[config.mk]
export PLATFORM = sky130hd
export DESIGN_NAME = srsq_system_reset_sequencer
export DESIGN_NICKNAME = d
export VERILOG_FILES = /design/src/srsq_system_reset_sequencer.v
export VERILOG_INCLUDE_DIRS = /design/src
export SDC_FILE = /design/constraint.sdc
export NUM_CORES = 1
export LEC_CHECK = 0
export BUFFER_PORTS_ARGS = -buffer_cell sky130_fd_sc_hd__clkbuf_2
export CORE_ASPECT_RATIO = 0.7
export CORE_MARGIN = 1
export CORE_UTILIZATION = 45
export DETAILED_ROUTE_END_ITERATION = 10
export PLACE_DENSITY_LB_ADDON = 0.25
export SLEW_MARGIN = 20
export SYNTH_ARGS = -nofsm -noshare
export SYNTH_HDL_FRONTEND = slang
export SYNTH_SLANG_ARGS = --single-unit
[constraint.sdc]
create_clock -name i_ref_clk -period 12.9 [get_ports i_ref_clk]
set_clock_uncertainty 0.2 [all_clocks]
set_input_delay 1.935 -clock i_ref_clk [delete_from_list [all_inputs] [get_ports i_ref_clk]]
set_output_delay 1.935 -clock i_ref_clk [all_outputs]
set_load 0.01 [all_outputs]
[src/srsq_consts.vh]
`ifndef SRSQ_CONSTS_VH
`define SRSQ_CONSTS_VH

// register offsets on the plain register port
`define SRSQ_ADDR_RESET_SRC    8'hb0
`define SRSQ_ADDR_WDT_CTRL     8'hd3
`define SRSQ_ADDR_CLK_DIV      8'hd4
`define SRSQ_ADDR_OSC_SEL      8'hfa
`define SRSQ_ADDR_HALT_UNLOCK  8'hfb
`define SRSQ_ADDR_WDT_COUNT    8'hfd
`define SRSQ_ADDR_PORT_CTRL    8'hc0
`define SRSQ_ADDR_PORT_PULLUP  8'hc1
`define SRSQ_ADDR_PORT_DATA    8'hc2
`define SRSQ_ADDR_PORT_IRQ_EN  8'hc3
`define SRSQ_ADDR_PORT_IRQ_PND 8'hc4
`define SRSQ_ADDR_IRQ_ENABLE   8'hc5
`define SRSQ_ADDR_GP_DATA      8'hc6

// reset values
`define SRSQ_RST_BYTE          8'h00
`define SRSQ_RESET_VECTOR      16'h0100

// field layouts
`define SRSQ_CLK_DIV_MASK      8'h98
`define SRSQ_OSC_SEL_MASK      8'h0d
`define SRSQ_WDT_OFF_NIBBLE    4'ha
`define SRSQ_HALT_KEY          8'ha5
`define SRSQ_RSRC_EXT_BIT      3
`define SRSQ_RSRC_WDT_BIT      2

// timing
`define SRSQ_CLK_HZ            20000000
`define SRSQ_POR_HOLD_US       1000
`define SRSQ_POR_HOLD_CYC      ((`SRSQ_POR_HOLD_US * (`SRSQ_CLK_HZ / 1000)) / 1000)
`define SRSQ_STAB_SHIFT_BASE   8

`endif

[src/srsq_system_reset_sequencer.v]
//
// Contract
// RULE1: reset pin filtered and synchronised to clock (code: two-flop sync only; the third flop follows sync_b and does no filtering)
// RULE2: external source holds reset low 1 ms
// RULE3: low reset returns control registers to defaults
// RULE4: reset disables every interrupt source
// RULE5: reset leaves watchdog enabled
// RULE6: reset makes all ports inputs, pull-ups off
// RULE7: program counter loaded with reset vector
// RULE8: fetch starts only after stabilisation interval
// RULE9: boot option may replace reset vector
// RULE10: upper nibble 1010b disables watchdog reset
// RULE11: enabled watchdog overflow causes system reset
// RULE12: watchdog control sets stabilisation interval length (code: hold clears it first, so stab uses the shortest length)
// RULE13: test pin low enables internal program memory
// RULE14: unused bits read as zero
// RULE15: reset clears clock divider bits 7,4,3
// RULE16: reset clears watchdog control and counter
// RULE17: reset clears port control, pull-up, data, irq regs
// RULE18: cpu runs fxx divided by sixteen after reset
// RULE19: halt disabled unless unlock holds 10100101b
// RULE20: main oscillator selected after reset
// RULE21: general data registers keep contents over reset
// RULE22: reset held while synced input low
//
// Implementation choice: the address-and-strobe port.
`timescale 1ns/10ps
`default_nettype none
`include "srsq_consts.vh"

module srsq_system_reset_sequencer #(
    parameter        STAB_SHIFT = `SRSQ_STAB_SHIFT_BASE,
    parameter [15:0] BOOT_VECTOR_DEFAULT = `SRSQ_RESET_VECTOR
) (
    // clock and reset
    input  wire        i_ref_clk,
    input  wire        i_rst,
    // external pins and straps
    input  wire        i_ext_reset_in_low,
    input  wire        i_test_pin,
    input  wire        i_boot_option_valid,
    input  wire [15:0] i_boot_option_vector,
    // register port
    input  wire [7:0]  i_addr,
    input  wire [7:0]  i_wdata,
    input  wire        i_wr,
    input  wire        i_rd,
    output reg  [7:0]  o_rdata,
    // system outputs
    output reg         o_sys_reset,
    output reg         o_cpu_run,
    output reg  [15:0] o_pc_load,
    output reg         o_irq_global_en,
    output reg         o_wdt_enabled,
    output reg  [1:0]  o_cpu_div_sel,
    output reg         o_sys_clk_sub,
    output reg         o_main_osc_stop,
    output reg         o_sub_osc_stop,
    output reg         o_halt_allowed,
    output reg         o_int_rom_en,
    output reg         o_ext_mem_if_en,
    output reg  [7:0]  o_port_ctrl,
    output reg  [7:0]  o_port_pullup,
    output reg  [7:0]  o_port_data
);

    // sequencer states
    // hold: internal reset asserted, control registers forced to defaults
    // stab: pin released, oscillator settling count runs
    // run: fetch allowed from the loaded vector
    // a watchdog overflow or a low pin sends run back to hold
    // the unused fourth code falls back to hold as well
    localparam ST_HOLD = 2'd0;
    localparam ST_STAB = 2'd1;
    localparam ST_RUN  = 2'd2;

    // synchroniser and follower stage
    // sync_a is read only by sync_b, so metastability stays in one flop
    // state, counters and control register copies follow
    reg        sync_a;
    reg        sync_b;
    reg        pin_filt;
    reg [1:0]  state;
    reg [15:0] stab_cnt;
    reg [15:0] stab_len;
    reg        wdt_fire;
    reg        wdt_src;
    reg        ext_src;
    reg [7:0]  wdt_ctrl;
    reg [7:0]  wdt_count;
    reg [7:0]  clk_div;
    reg [7:0]  osc_sel;
    reg [7:0]  halt_unlock;
    reg [7:0]  port_irq_en;
    reg [7:0]  port_irq_pnd;
    reg        irq_en;
    reg [7:0]  gp_data;
    reg [7:0]  prescale;
    reg [7:0]  next_rdata;
    wire       ctl_rst;
    wire       wdt_on;

    // register write hit test
    function wr_hit;
        input [7:0] a;
        input [7:0] off;
        input       w;
        begin
            wr_hit = w && (a == off);
        end
    endfunction

    // two-flop sync then a third flop that simply follows the pin
    // the pin is taken as a plain level here; the analogue schmitt
    // stage sits in the pad, this flop only keeps the last settled level
    // reset value is low so power-up starts inside the hold state
    always @(posedge i_ref_clk or posedge i_rst) begin
        if (i_rst) begin
            sync_a   <= 1'b0;
            sync_b   <= 1'b0;
            pin_filt <= 1'b0;
        end else begin
            sync_a <= i_ext_reset_in_low; // see RULE1
            sync_b <= sync_a;
            if (sync_b == pin_filt) begin
                pin_filt <= pin_filt;
            end else begin
                pin_filt <= sync_b; // see RULE1
            end
        end
    end

    // control registers cleared by any system reset
    assign ctl_rst = (state == ST_HOLD);
    assign wdt_on  = (wdt_ctrl[7:4] != `SRSQ_WDT_OFF_NIBBLE); // see RULE10

    // sequencer: hold, stabilise, run
    // hold waits for the filtered pin to go high and for the
    // watchdog pulse to drop, so a watchdog reset lasts a full cycle
    // stab counts stab_len plus one cycles before fetch is allowed
    // a low pin at any point restarts from hold
    // the count length is read live; hold clears wdt_ctrl, so stab uses the shortest
    always @(posedge i_ref_clk or posedge i_rst) begin
        if (i_rst) begin
            state    <= ST_HOLD;
            stab_cnt <= 16'h0000;
        end else begin
            case (state)
                ST_HOLD: begin
                    stab_cnt <= 16'h0000;
                    if (pin_filt && !wdt_fire) begin
                        state <= ST_STAB; // see RULE22
                    end
                end
                ST_STAB: begin
                    if (!pin_filt) begin
                        state <= ST_HOLD; // see RULE22
                    end else if (stab_cnt >= stab_len) begin
                        state <= ST_RUN; // see RULE8
                    end else begin
                        stab_cnt <= stab_cnt + 16'h0001;
                    end
                end
                ST_RUN: begin
                    if (!pin_filt || wdt_fire) begin
                        state <= ST_HOLD; // see RULE3 RULE11
                    end
                end
                default: begin
                    state <= ST_HOLD;
                end
            endcase
        end
    end

    // stabilisation length from watchdog control low bits
    always @* begin
        case (wdt_ctrl[3:2]) // see RULE12
            2'd0:    stab_len = 16'h0001 << STAB_SHIFT;
            2'd1:    stab_len = 16'h0001 << (STAB_SHIFT + 1);
            2'd2:    stab_len = 16'h0001 << (STAB_SHIFT + 2);
            default: stab_len = 16'h0001 << (STAB_SHIFT + 3);
        endcase
    end

    // basic timer counter with watchdog overflow
    // the prescaler divides the clock by 256 before the counter
    // overflow only fires while running and while the key is absent
    // the fire pulse lasts one cycle; the sequencer takes it from there
    // a write to the control register with bit1 set restarts the count
    // the counter is cleared while the sequencer holds
    always @(posedge i_ref_clk or posedge i_rst) begin
        if (i_rst) begin
            prescale  <= 8'h00;
            wdt_count <= `SRSQ_RST_BYTE;
            wdt_fire  <= 1'b0;
        end else if (ctl_rst) begin
            prescale  <= 8'h00;
            wdt_count <= `SRSQ_RST_BYTE; // see RULE16
            wdt_fire  <= 1'b0;
        end else begin
            prescale <= prescale + 8'h01;
            wdt_fire <= 1'b0;
            if (wr_hit(i_addr, `SRSQ_ADDR_WDT_CTRL, i_wr) && i_wdata[1]) begin
                wdt_count <= 8'h00;
            end else if (prescale == 8'hff) begin
                wdt_count <= wdt_count + 8'h01;
                if (wdt_count == 8'hff && wdt_on && state == ST_RUN) begin
                    wdt_fire <= 1'b1; // see RULE11
                end
            end
        end
    end

    // reset source flags: set on cause, cleared by write of one
    // a cause in the same cycle as the clear keeps the flag set
    // the pin flag starts set, since power-up always comes from the pin
    // these flags are not cleared by the sequencer's own hold
    always @(posedge i_ref_clk or posedge i_rst) begin
        if (i_rst) begin
            ext_src <= 1'b1;
            wdt_src <= 1'b0;
        end else begin
            if (!pin_filt) begin
                ext_src <= 1'b1;
            end else if (wr_hit(i_addr, `SRSQ_ADDR_RESET_SRC, i_wr) && i_wdata[`SRSQ_RSRC_EXT_BIT]) begin
                ext_src <= 1'b0;
            end
            if (wdt_fire) begin
                wdt_src <= 1'b1;
            end else if (wr_hit(i_addr, `SRSQ_ADDR_RESET_SRC, i_wr) && i_wdata[`SRSQ_RSRC_WDT_BIT]) begin
                wdt_src <= 1'b0;
            end
        end
    end

    // control register file
    // every register here returns to its default while in hold
    // writes landing in hold are lost, the clear has priority
    // unimplemented bits are masked on write so they read zero
    // the pending register is never set here, only cleared by software or hold
    // the global interrupt bit reaches the core only while running
    always @(posedge i_ref_clk or posedge i_rst) begin
        if (i_rst) begin
            wdt_ctrl     <= `SRSQ_RST_BYTE;
            clk_div      <= `SRSQ_RST_BYTE;
            osc_sel      <= `SRSQ_RST_BYTE;
            halt_unlock  <= `SRSQ_RST_BYTE;
            o_port_ctrl  <= `SRSQ_RST_BYTE;
            o_port_pullup <= `SRSQ_RST_BYTE;
            o_port_data  <= `SRSQ_RST_BYTE;
            port_irq_en  <= `SRSQ_RST_BYTE;
            port_irq_pnd <= `SRSQ_RST_BYTE;
            irq_en       <= 1'b0;
        end else if (ctl_rst) begin
            wdt_ctrl     <= `SRSQ_RST_BYTE; // see RULE16 RULE5
            clk_div      <= `SRSQ_RST_BYTE; // see RULE15 RULE18
            osc_sel      <= `SRSQ_RST_BYTE; // see RULE20
            halt_unlock  <= `SRSQ_RST_BYTE; // see RULE19
            o_port_ctrl  <= `SRSQ_RST_BYTE; // see RULE6 RULE17
            o_port_pullup <= `SRSQ_RST_BYTE; // see RULE6 RULE17
            o_port_data  <= `SRSQ_RST_BYTE; // see RULE17
            port_irq_en  <= `SRSQ_RST_BYTE; // see RULE17
            port_irq_pnd <= `SRSQ_RST_BYTE; // see RULE17
            irq_en       <= 1'b0; // see RULE4
        end else begin
            if (wr_hit(i_addr, `SRSQ_ADDR_WDT_CTRL, i_wr)) begin
                wdt_ctrl <= i_wdata;
            end
            if (wr_hit(i_addr, `SRSQ_ADDR_CLK_DIV, i_wr)) begin
                clk_div <= i_wdata & `SRSQ_CLK_DIV_MASK; // see RULE14
            end
            if (wr_hit(i_addr, `SRSQ_ADDR_OSC_SEL, i_wr)) begin
                osc_sel <= i_wdata & `SRSQ_OSC_SEL_MASK; // see RULE14
            end
            if (wr_hit(i_addr, `SRSQ_ADDR_HALT_UNLOCK, i_wr)) begin
                halt_unlock <= i_wdata;
            end
            if (wr_hit(i_addr, `SRSQ_ADDR_PORT_CTRL, i_wr)) begin
                o_port_ctrl <= i_wdata;
            end
            if (wr_hit(i_addr, `SRSQ_ADDR_PORT_PULLUP, i_wr)) begin
                o_port_pullup <= i_wdata;
            end
            if (wr_hit(i_addr, `SRSQ_ADDR_PORT_DATA, i_wr)) begin
                o_port_data <= i_wdata;
            end
            if (wr_hit(i_addr, `SRSQ_ADDR_PORT_IRQ_EN, i_wr)) begin
                port_irq_en <= i_wdata;
            end
            if (wr_hit(i_addr, `SRSQ_ADDR_PORT_IRQ_PND, i_wr)) begin
                port_irq_pnd <= port_irq_pnd & ~i_wdata; // write one clears
            end
            if (wr_hit(i_addr, `SRSQ_ADDR_IRQ_ENABLE, i_wr)) begin
                irq_en <= i_wdata[0];
            end
        end
    end

    // general data register survives system reset
    always @(posedge i_ref_clk or posedge i_rst) begin
        if (i_rst) begin
            gp_data <= 8'h00;
        end else if (wr_hit(i_addr, `SRSQ_ADDR_GP_DATA, i_wr)) begin
            gp_data <= i_wdata; // see RULE21
        end
    end

    // read mux; unmapped addresses read zero
    always @* begin
        case (i_addr)
            `SRSQ_ADDR_RESET_SRC:    next_rdata = {4'h0, ext_src, wdt_src, 2'b00};
            `SRSQ_ADDR_WDT_CTRL:     next_rdata = wdt_ctrl;
            `SRSQ_ADDR_CLK_DIV:      next_rdata = clk_div;
            `SRSQ_ADDR_OSC_SEL:      next_rdata = osc_sel;
            `SRSQ_ADDR_HALT_UNLOCK:  next_rdata = halt_unlock;
            `SRSQ_ADDR_WDT_COUNT:    next_rdata = wdt_count;
            `SRSQ_ADDR_PORT_CTRL:    next_rdata = o_port_ctrl;
            `SRSQ_ADDR_PORT_PULLUP:  next_rdata = o_port_pullup;
            `SRSQ_ADDR_PORT_DATA:    next_rdata = o_port_data;
            `SRSQ_ADDR_PORT_IRQ_EN:  next_rdata = port_irq_en;
            `SRSQ_ADDR_PORT_IRQ_PND: next_rdata = port_irq_pnd;
            `SRSQ_ADDR_IRQ_ENABLE:   next_rdata = {7'h00, irq_en};
            `SRSQ_ADDR_GP_DATA:      next_rdata = gp_data;
            default:                 next_rdata = 8'h00; // see RULE14
        endcase
    end

    // registered outputs
    // every output comes from a flop, one cycle after its source
    // the start vector is frozen while running, so a boot option
    // change only takes effect at the next reset
    // the external memory interface is never enabled automatically
    always @(posedge i_ref_clk or posedge i_rst) begin
        if (i_rst) begin
            o_rdata         <= 8'h00;
            o_sys_reset     <= 1'b1;
            o_cpu_run       <= 1'b0;
            o_pc_load       <= `SRSQ_RESET_VECTOR;
            o_irq_global_en <= 1'b0;
            o_wdt_enabled   <= 1'b1;
            o_cpu_div_sel   <= 2'b00;
            o_sys_clk_sub   <= 1'b0;
            o_main_osc_stop <= 1'b0;
            o_sub_osc_stop  <= 1'b0;
            o_halt_allowed  <= 1'b0;
            o_int_rom_en    <= 1'b0;
            o_ext_mem_if_en <= 1'b0;
        end else begin
            o_rdata         <= i_rd ? next_rdata : 8'h00;
            o_sys_reset     <= (state != ST_RUN); // see RULE22 RULE8
            o_cpu_run       <= (state == ST_RUN); // see RULE8
            if (state != ST_RUN) begin
                o_pc_load <= i_boot_option_valid ? i_boot_option_vector
                                                 : BOOT_VECTOR_DEFAULT; // see RULE7 RULE9
            end
            o_irq_global_en <= irq_en && (state == ST_RUN); // see RULE4
            o_wdt_enabled   <= wdt_on; // see RULE5
            o_cpu_div_sel   <= clk_div[4:3]; // see RULE18
            o_sys_clk_sub   <= osc_sel[0]; // see RULE20
            o_main_osc_stop <= osc_sel[3];
            o_sub_osc_stop  <= osc_sel[2];
            o_halt_allowed  <= (halt_unlock == `SRSQ_HALT_KEY); // see RULE19
            o_int_rom_en    <= !i_test_pin; // see RULE13
            o_ext_mem_if_en <= 1'b0; // see RULE13
        end
    end

endmodule
`default_nettype wire

==> results.cfg, run 1 <==
[sta]
slew-limit-headroom_pct = 38.6
fmax_ghz = 0.239
finalHoldViolations = 0
setup_viol = 0
finalCritPeriodShare_pct = 32.5
worst_pin_slew_ps = 921
layout_min_cycle_time_ps = 4190
slew_viol_final = 0
finalSetupTns_ps = 0
hold_ws_ps = 151
rsz0062_at_grt = false

[setup_path]
crit_cells = 6
path_delay_family = buffers and inverters
slowest_stage = clkbuf_2
crit_type = primary input to register
r2r-end = stab_cnt[7]
endpoint_kind = register
cp-start-kind = primary input
rrSetupSlack_ps = 10270
critPathMaxFanout = 37
cp_slowest_stage_delay_ps = 640
crit_start = i_addr[1]
cp.required_ps = 13010
rr_startpoint = wdt_ctrl[2]
path_cells = clkbuf_2, inv_1, nor2_1, and2_1, nand2_8, mux2_4
cp_num_buf_inv = 2
endpoint = gp_data[1]
r2r_cells = 7
arrival_ps = 4290

[clock_tree]
clockBufferDepth = 2
cts_setup_buffers = 0
cts_hold_buf = 0
cts_buffers = 17
cts.htree.levels = 4
cts_tree = done
cts-resized-gates = 0
clk_latency_ps = 430
clkSlewWorstSetupHoldPaths_ps = 60
clock-sinks = 146
clockRootBuffer = clkbuf_16

[die]
rows = 38
coreArea_um2 = 15500
initial_utilization_pct = 46.2
dieWidth_um = 153
pin_count = 99
dieArea_um2 = 16400
die_height_um = 108

[global_route]
grt_pass1_wl_um = 30000
grt_usage_pct = 24.4
overflow = 0
antenna_found_initial = 0
grt_pass1_vias = 5354
grt_max_degree = 90

[pwr]
power.density_nw_per_um2 = 134
power.share.sequential_pct = 44.0
p_sw_share_pct = 28.0
p_int_mw = 0.799
power.switching_mw = 0.311
peakVddDrop_mv = 0.0900
pwr-share-comb_pct = 13.0
clockPowerShare_pct = 43.0
leakage_nw = 3.98

[drt]
vias = 5591
wirelength_um = 18900
route.detailed.drc = 8
via_per_inst = 5.76
dr.pass1.iters = 10
wl_per_cell_um = 19.4
ant_nets = 0
drtIter0Drc = 542

[logic_synthesis]
ys_ff_latch = 146
seq_area_frac_synth_pct = 51.1
synth_area_leaders = dfrtp_1, mux2i_1, nand2_1
yosys.area.top_type_share_pct = 49.7
synthDistinctLibCells = 71
yosysWarnings = 0
synth_area_um2 = 7160
yosysMostFrequentCell = dfrtp_1
synth_cells = 684
synthArstFlopShare_pct = 100
yosys-top-cells-count = dfrtp_1, nand2_1, nor2_1, mux2i_1, nand3_1
postSynthAreaPerCell_um2 = 10.5
syn_nets = 731
synth_edf_count = 0
synth_flop_cell = dfrtp_1
yosys.area.top_type = dfrtp_1

[cells_and_area]
fin_cells = 970
top_regs = o_pc_load x16, stab_cnt x16
final_util_pct = 53.3
final_nets = 805
syn_to_final_growth_pct = 15.5
nFillCells = 1348
drive_gt1_share_pct = 22.7
antenna_cells = 0
finalInstanceArea_um2 = 8270

[placed_design]
place_inst = 939
post_dp_cell_area_um2 = 7700
gp_congestion = 0.957
dpl.hpwl_um = 12900
port-buffer-count = 97

[status]
violations = design-rule violations
status = finished, violations left

[run]
cap_viol_max_count = 0

[min_path]
hp-class = register to register
hold_depth = 0
-- cells in the final DEF, fill, tap and decap left out, types with 4 or more instances in the layout --
cell type    n
nand4_1      4
clkbuf_8     4
nor2_1      77
o21ai_0     22
dfstp_2      4
xnor2_1      9
buf_4        4
mux2i_1     54
a31oi_1      9
nor3_1       8
a22o_1       5
nand3_1     43
and2_1       7
nor4_1       7
nand4bb_1    4
nor4_4       5
nand2_1     82
a32oi_1      6
ha_1         8
clkbuf_16   17
xor2_1       7
mux2_4       8
mux2_2       6
a21oi_1     23
a21o_1       8
clkbuf_2    97
nand2b_1     5
dfrtp_1    142
inv_1       14
and3_1       7
a22oi_1      8
-- worst register-to-register path, delay by kind of cell, from the launching register on --
kind,cells,cell delay [ps]
adders and majority gates,1,270
AOI/OAI and AO/OA,2,830
DFF,1,480
and+or+nand+nor,4,730
-- worst min path at each step --
stage,from,to,slack (ps)
6_report,sync_a,sync_b,150
5_1_grt,sync_a,sync_b,150
4_1_cts,sync_a,sync_b,150
3_5_place_dp,sync_a,sync_b,140
3_3_place_gp,sync_b,pin_filt,140
2_1_floorplan,sync_a,sync_b,130
-- power by group through the flow --
stage / combinational (mW) / clock [mW] / sequential, mW
after CTS: 0.145 / 0.485 / 0.489
final: 0.144 / 0.477 / 0.489
after global routing: 0.158 / 0.506 / 0.492
after global placement: 0.141 / 0 / 0.496
after floorplan: 0.101 / 0 / 0.497
after detailed placement: 0.145 / 0 / 0.497
-- metal layers --
layer	routed length (um)	GRT usage (%)
met1	9110	36.5
met2	7900	34.7
met3	1570	5.48
met4	281	7.43
met5	0	0
-- layout make-up --
cell class | count | area (um2) | share of cell area, %
flip-flops and latches | 146 | 3660 | 44.2
multi-input cells | 477 | 3220 | 38.9
repair buffers | 101 | 515 | 6.23
clock buffers | 23 | 488 | 5.90
well taps | 200 | 250 | 3.03
clock inverters | 8 | 78.8 | 0.953
inverters | 15 | 61.3 | 0.742
-- metrics by stage --
step	total power, mW	setup WS [ps]
floorplan	0.598	6850
global placement	0.637	8450
detailed placement	0.642	8380
CTS	1.12	8820
global route	1.16	8680
finish	1.11	8710
-- logic make-up (layout without fill, tap and decap cells) --
kind of cell | after synthesis | count (layout) | synth area share (%)
mux | 69 | 69 | 10.5
other cells | 1 | 1 | 0.0524
buf+inv | 61 | 147 | 4.06
fa+ha+maj | 8 | 8 | 1.40
simple gates | 281 | 281 | 21.3
compound gates | 102 | 102 | 9.63
xor+xnor | 16 | 16 | 1.96
flops | 146 | 146 | 51.1
Power figures use the tool's default switching activity.
==> run 2, diff against run 1 <==
==> constraint.sdc (replaced) <==
create_clock -name i_ref_clk -period 3.9 [get_ports i_ref_clk]
set_clock_uncertainty 0.2 [all_clocks]
set_input_delay 0.585 -clock i_ref_clk [delete_from_list [all_inputs] [get_ports i_ref_clk]]
set_output_delay 0.585 -clock i_ref_clk [all_outputs]
set_load 0.01 [all_outputs]
==> run 2 against run 1 <==
  * The run still ends with design-rule violations left
  * Critical endpoint is now stab_cnt[7]
  * Sequential share of layout area decreased by 0.94 points
  * Worst setup slack got worse by 7500 ps
  * Flip-flop and latch count unchanged
  * Core utilization increased by 1.2 points
  * Global-route usage increased by 1.3 points
  * Final cell count increased by 0.62%
  * Non-clock buffer count increased by 5
  * Largest power group is now clock
  * Critical path type is now register to register
  * Die area unchanged
  * Routed wire length increased by 3.8%
  * Combinational power increased to 3.4 times the previous value
  * Total power increased to 3.6 times the previous value
  * Critical path depth increased by 1
==> results.cfg, run 2 (synthesis gave the netlist of run 1 again) <==
[status]
status = finished, violations left
violations = design-rule violations

[sta]
hold_ws_ps = 6.59
setup_viol = 0
rsz0062_at_grt = false
finalCritPeriodShare_pct = 68.1
finalSetupTns_ps = 0
layout_min_cycle_time_ps = 2660
worst_pin_slew_ps = 823
slew_viol_final = 0
slew-limit-headroom_pct = 45.1
finalHoldViolations = 0
fmax_ghz = 0.376

[cells_and_area]
antenna_cells = 0
syn_to_final_growth_pct = 18.0
nFillCells = 1370
top_regs = o_pc_load x16, stab_cnt x16
drive_gt1_share_pct = 23.5
final_cell_mix = dfrtp_1, clkbuf_2, nand2_1, nor2_1, mux2i_1
mostFrequentLayoutCell = dfrtp_1
final_nets = 810

[clock_tree]
clkSlewWorstSetupHoldPaths_ps = 60
cts_tree = done
clock-sinks = 146
cts_hold_buf = 0
cts_setup_buffers = 0
cts_buffers = 17
clockRootBuffer = clkbuf_16
cts.htree.levels = 4
clockBufferDepth = 2
clk_latency_ps = 430
cts-resized-gates = 0

[global_route]
grt_max_degree = 65
grt_pass1_vias = 5399
grt_usage_pct = 25.6
antenna_found_initial = 0
overflow = 0
grt_pass1_wl_um = 31400

[drt]
wl_per_cell_um = 20.1
wirelength_um = 19600
vias = 5585
ant_nets = 0
drtIter0Drc = 675
via_per_inst = 5.72
route.detailed.drc = 10
dr.pass1.iters = 11

[setup_path]
cp.required_ps = 4010
crit_type = register to register
endpoint_kind = register
path_cells = nand2b_1, ha_1, nand2_1, a21oi_1, nor4_4, and3_1, a211o_1
cp-start-kind = register
slowest_stage = a21oi_1
r2r_cells = 7
critPathMaxFanout = 12
cp_slowest_stage_delay_ps = 610
arrival_ps = 2770

[pwr]
power.density_nw_per_um2 = 468
leakage_nw = 4.06
total_power_mw = 3.95
peakVddDrop_mv = 0.290

[run]
cap_viol_max_count = 0

[placed_design]
gp_congestion = 1.00
dpl.hpwl_um = 13900
port-buffer-count = 97

[die]
initial_utilization_pct = 46.2
die_height_um = 108
pin_count = 99
dieWidth_um = 153
coreArea_um2 = 15500
rows = 38
dieArea_um2 = 16400

[min_path]
hp-class = primary input to async pin
==> run 2: through the flow <==
stage | instances | utilization, % | worst slack (ps) | cell area, um2
floorplan | 684 | - | 1290 | 7160
global placement | 943 | 50.0 | 947 | 7750
detailed placement | 943 | 50.0 | 841 | 7750
CTS | 975 | 54.3 | 1260 | 8420
global route | 976 | 54.5 | 1080 | 8450
finish | 976 | 54.5 | 1240 | 8450
==> run 2: path summary, 6_finish.rpt <==
check / from / endpoint / slack (ps)
worst min register to register: sync_a / sync_b / 150
worst max-delay path: wdt_ctrl[2] / stab_cnt[7] / 1240
worst max register to register: wdt_ctrl[2] / stab_cnt[7] / 1240
min in group i_ref_clk: i_ext_reset_in_low / sync_a / 60
max in group asynchronous: i_rst / ext_src / 2560
worst min-delay path: i_rst / o_pc_load[0] / 7
==> run 2: worst max-delay path: cells and delay by family, from the launching register on <==
kind / cells / cell delay, ps
simple gates: 4 / 730
fa+ha+maj: 1 / 280
compound gates: 2 / 870
flops: 1 / 470
==> run 2: cell type report <==
class	instances	area (um2)	area share, %
inverters	15	60.1	0.711
repair buffers	106	598	7.08
flip-flops and latches	146	3660	43.3
multi-input cells	477	3220	38.1
well taps	200	250	2.96
clock buffers	18	429	5.08
clock inverters	14	236	2.80
==> run 2: where the power goes <==
| group | switching [mW] | total [mW] | internal [mW] |
|---|---|---|---|
| logic | 0.347 | 0.486 | 0.139 |
| clock network | 0.652 | 1.85 | 1.20 |
| registers | 0.0463 | 1.62 | 1.57 |
| total | 1.05 | 3.95 | 2.91 |
==> run 2: per-layer routing <==
| layer | wire (um) | part of all wire [%] | up-vias | global-route usage, % |
|---|---|---|---|---|
| met3 | 1540 | 7.8 | 25 | 6.28 |
| met4 | 256 | 1.3 | 0 | 7.72 |
| met5 | 0 | 0 | - | 0 |
| li1 | - | - | 2564 | - |
| met1 | 9600 | 49 | 2741 | 38.8 |
| met2 | 8180 | 42 | 255 | 35.7 |
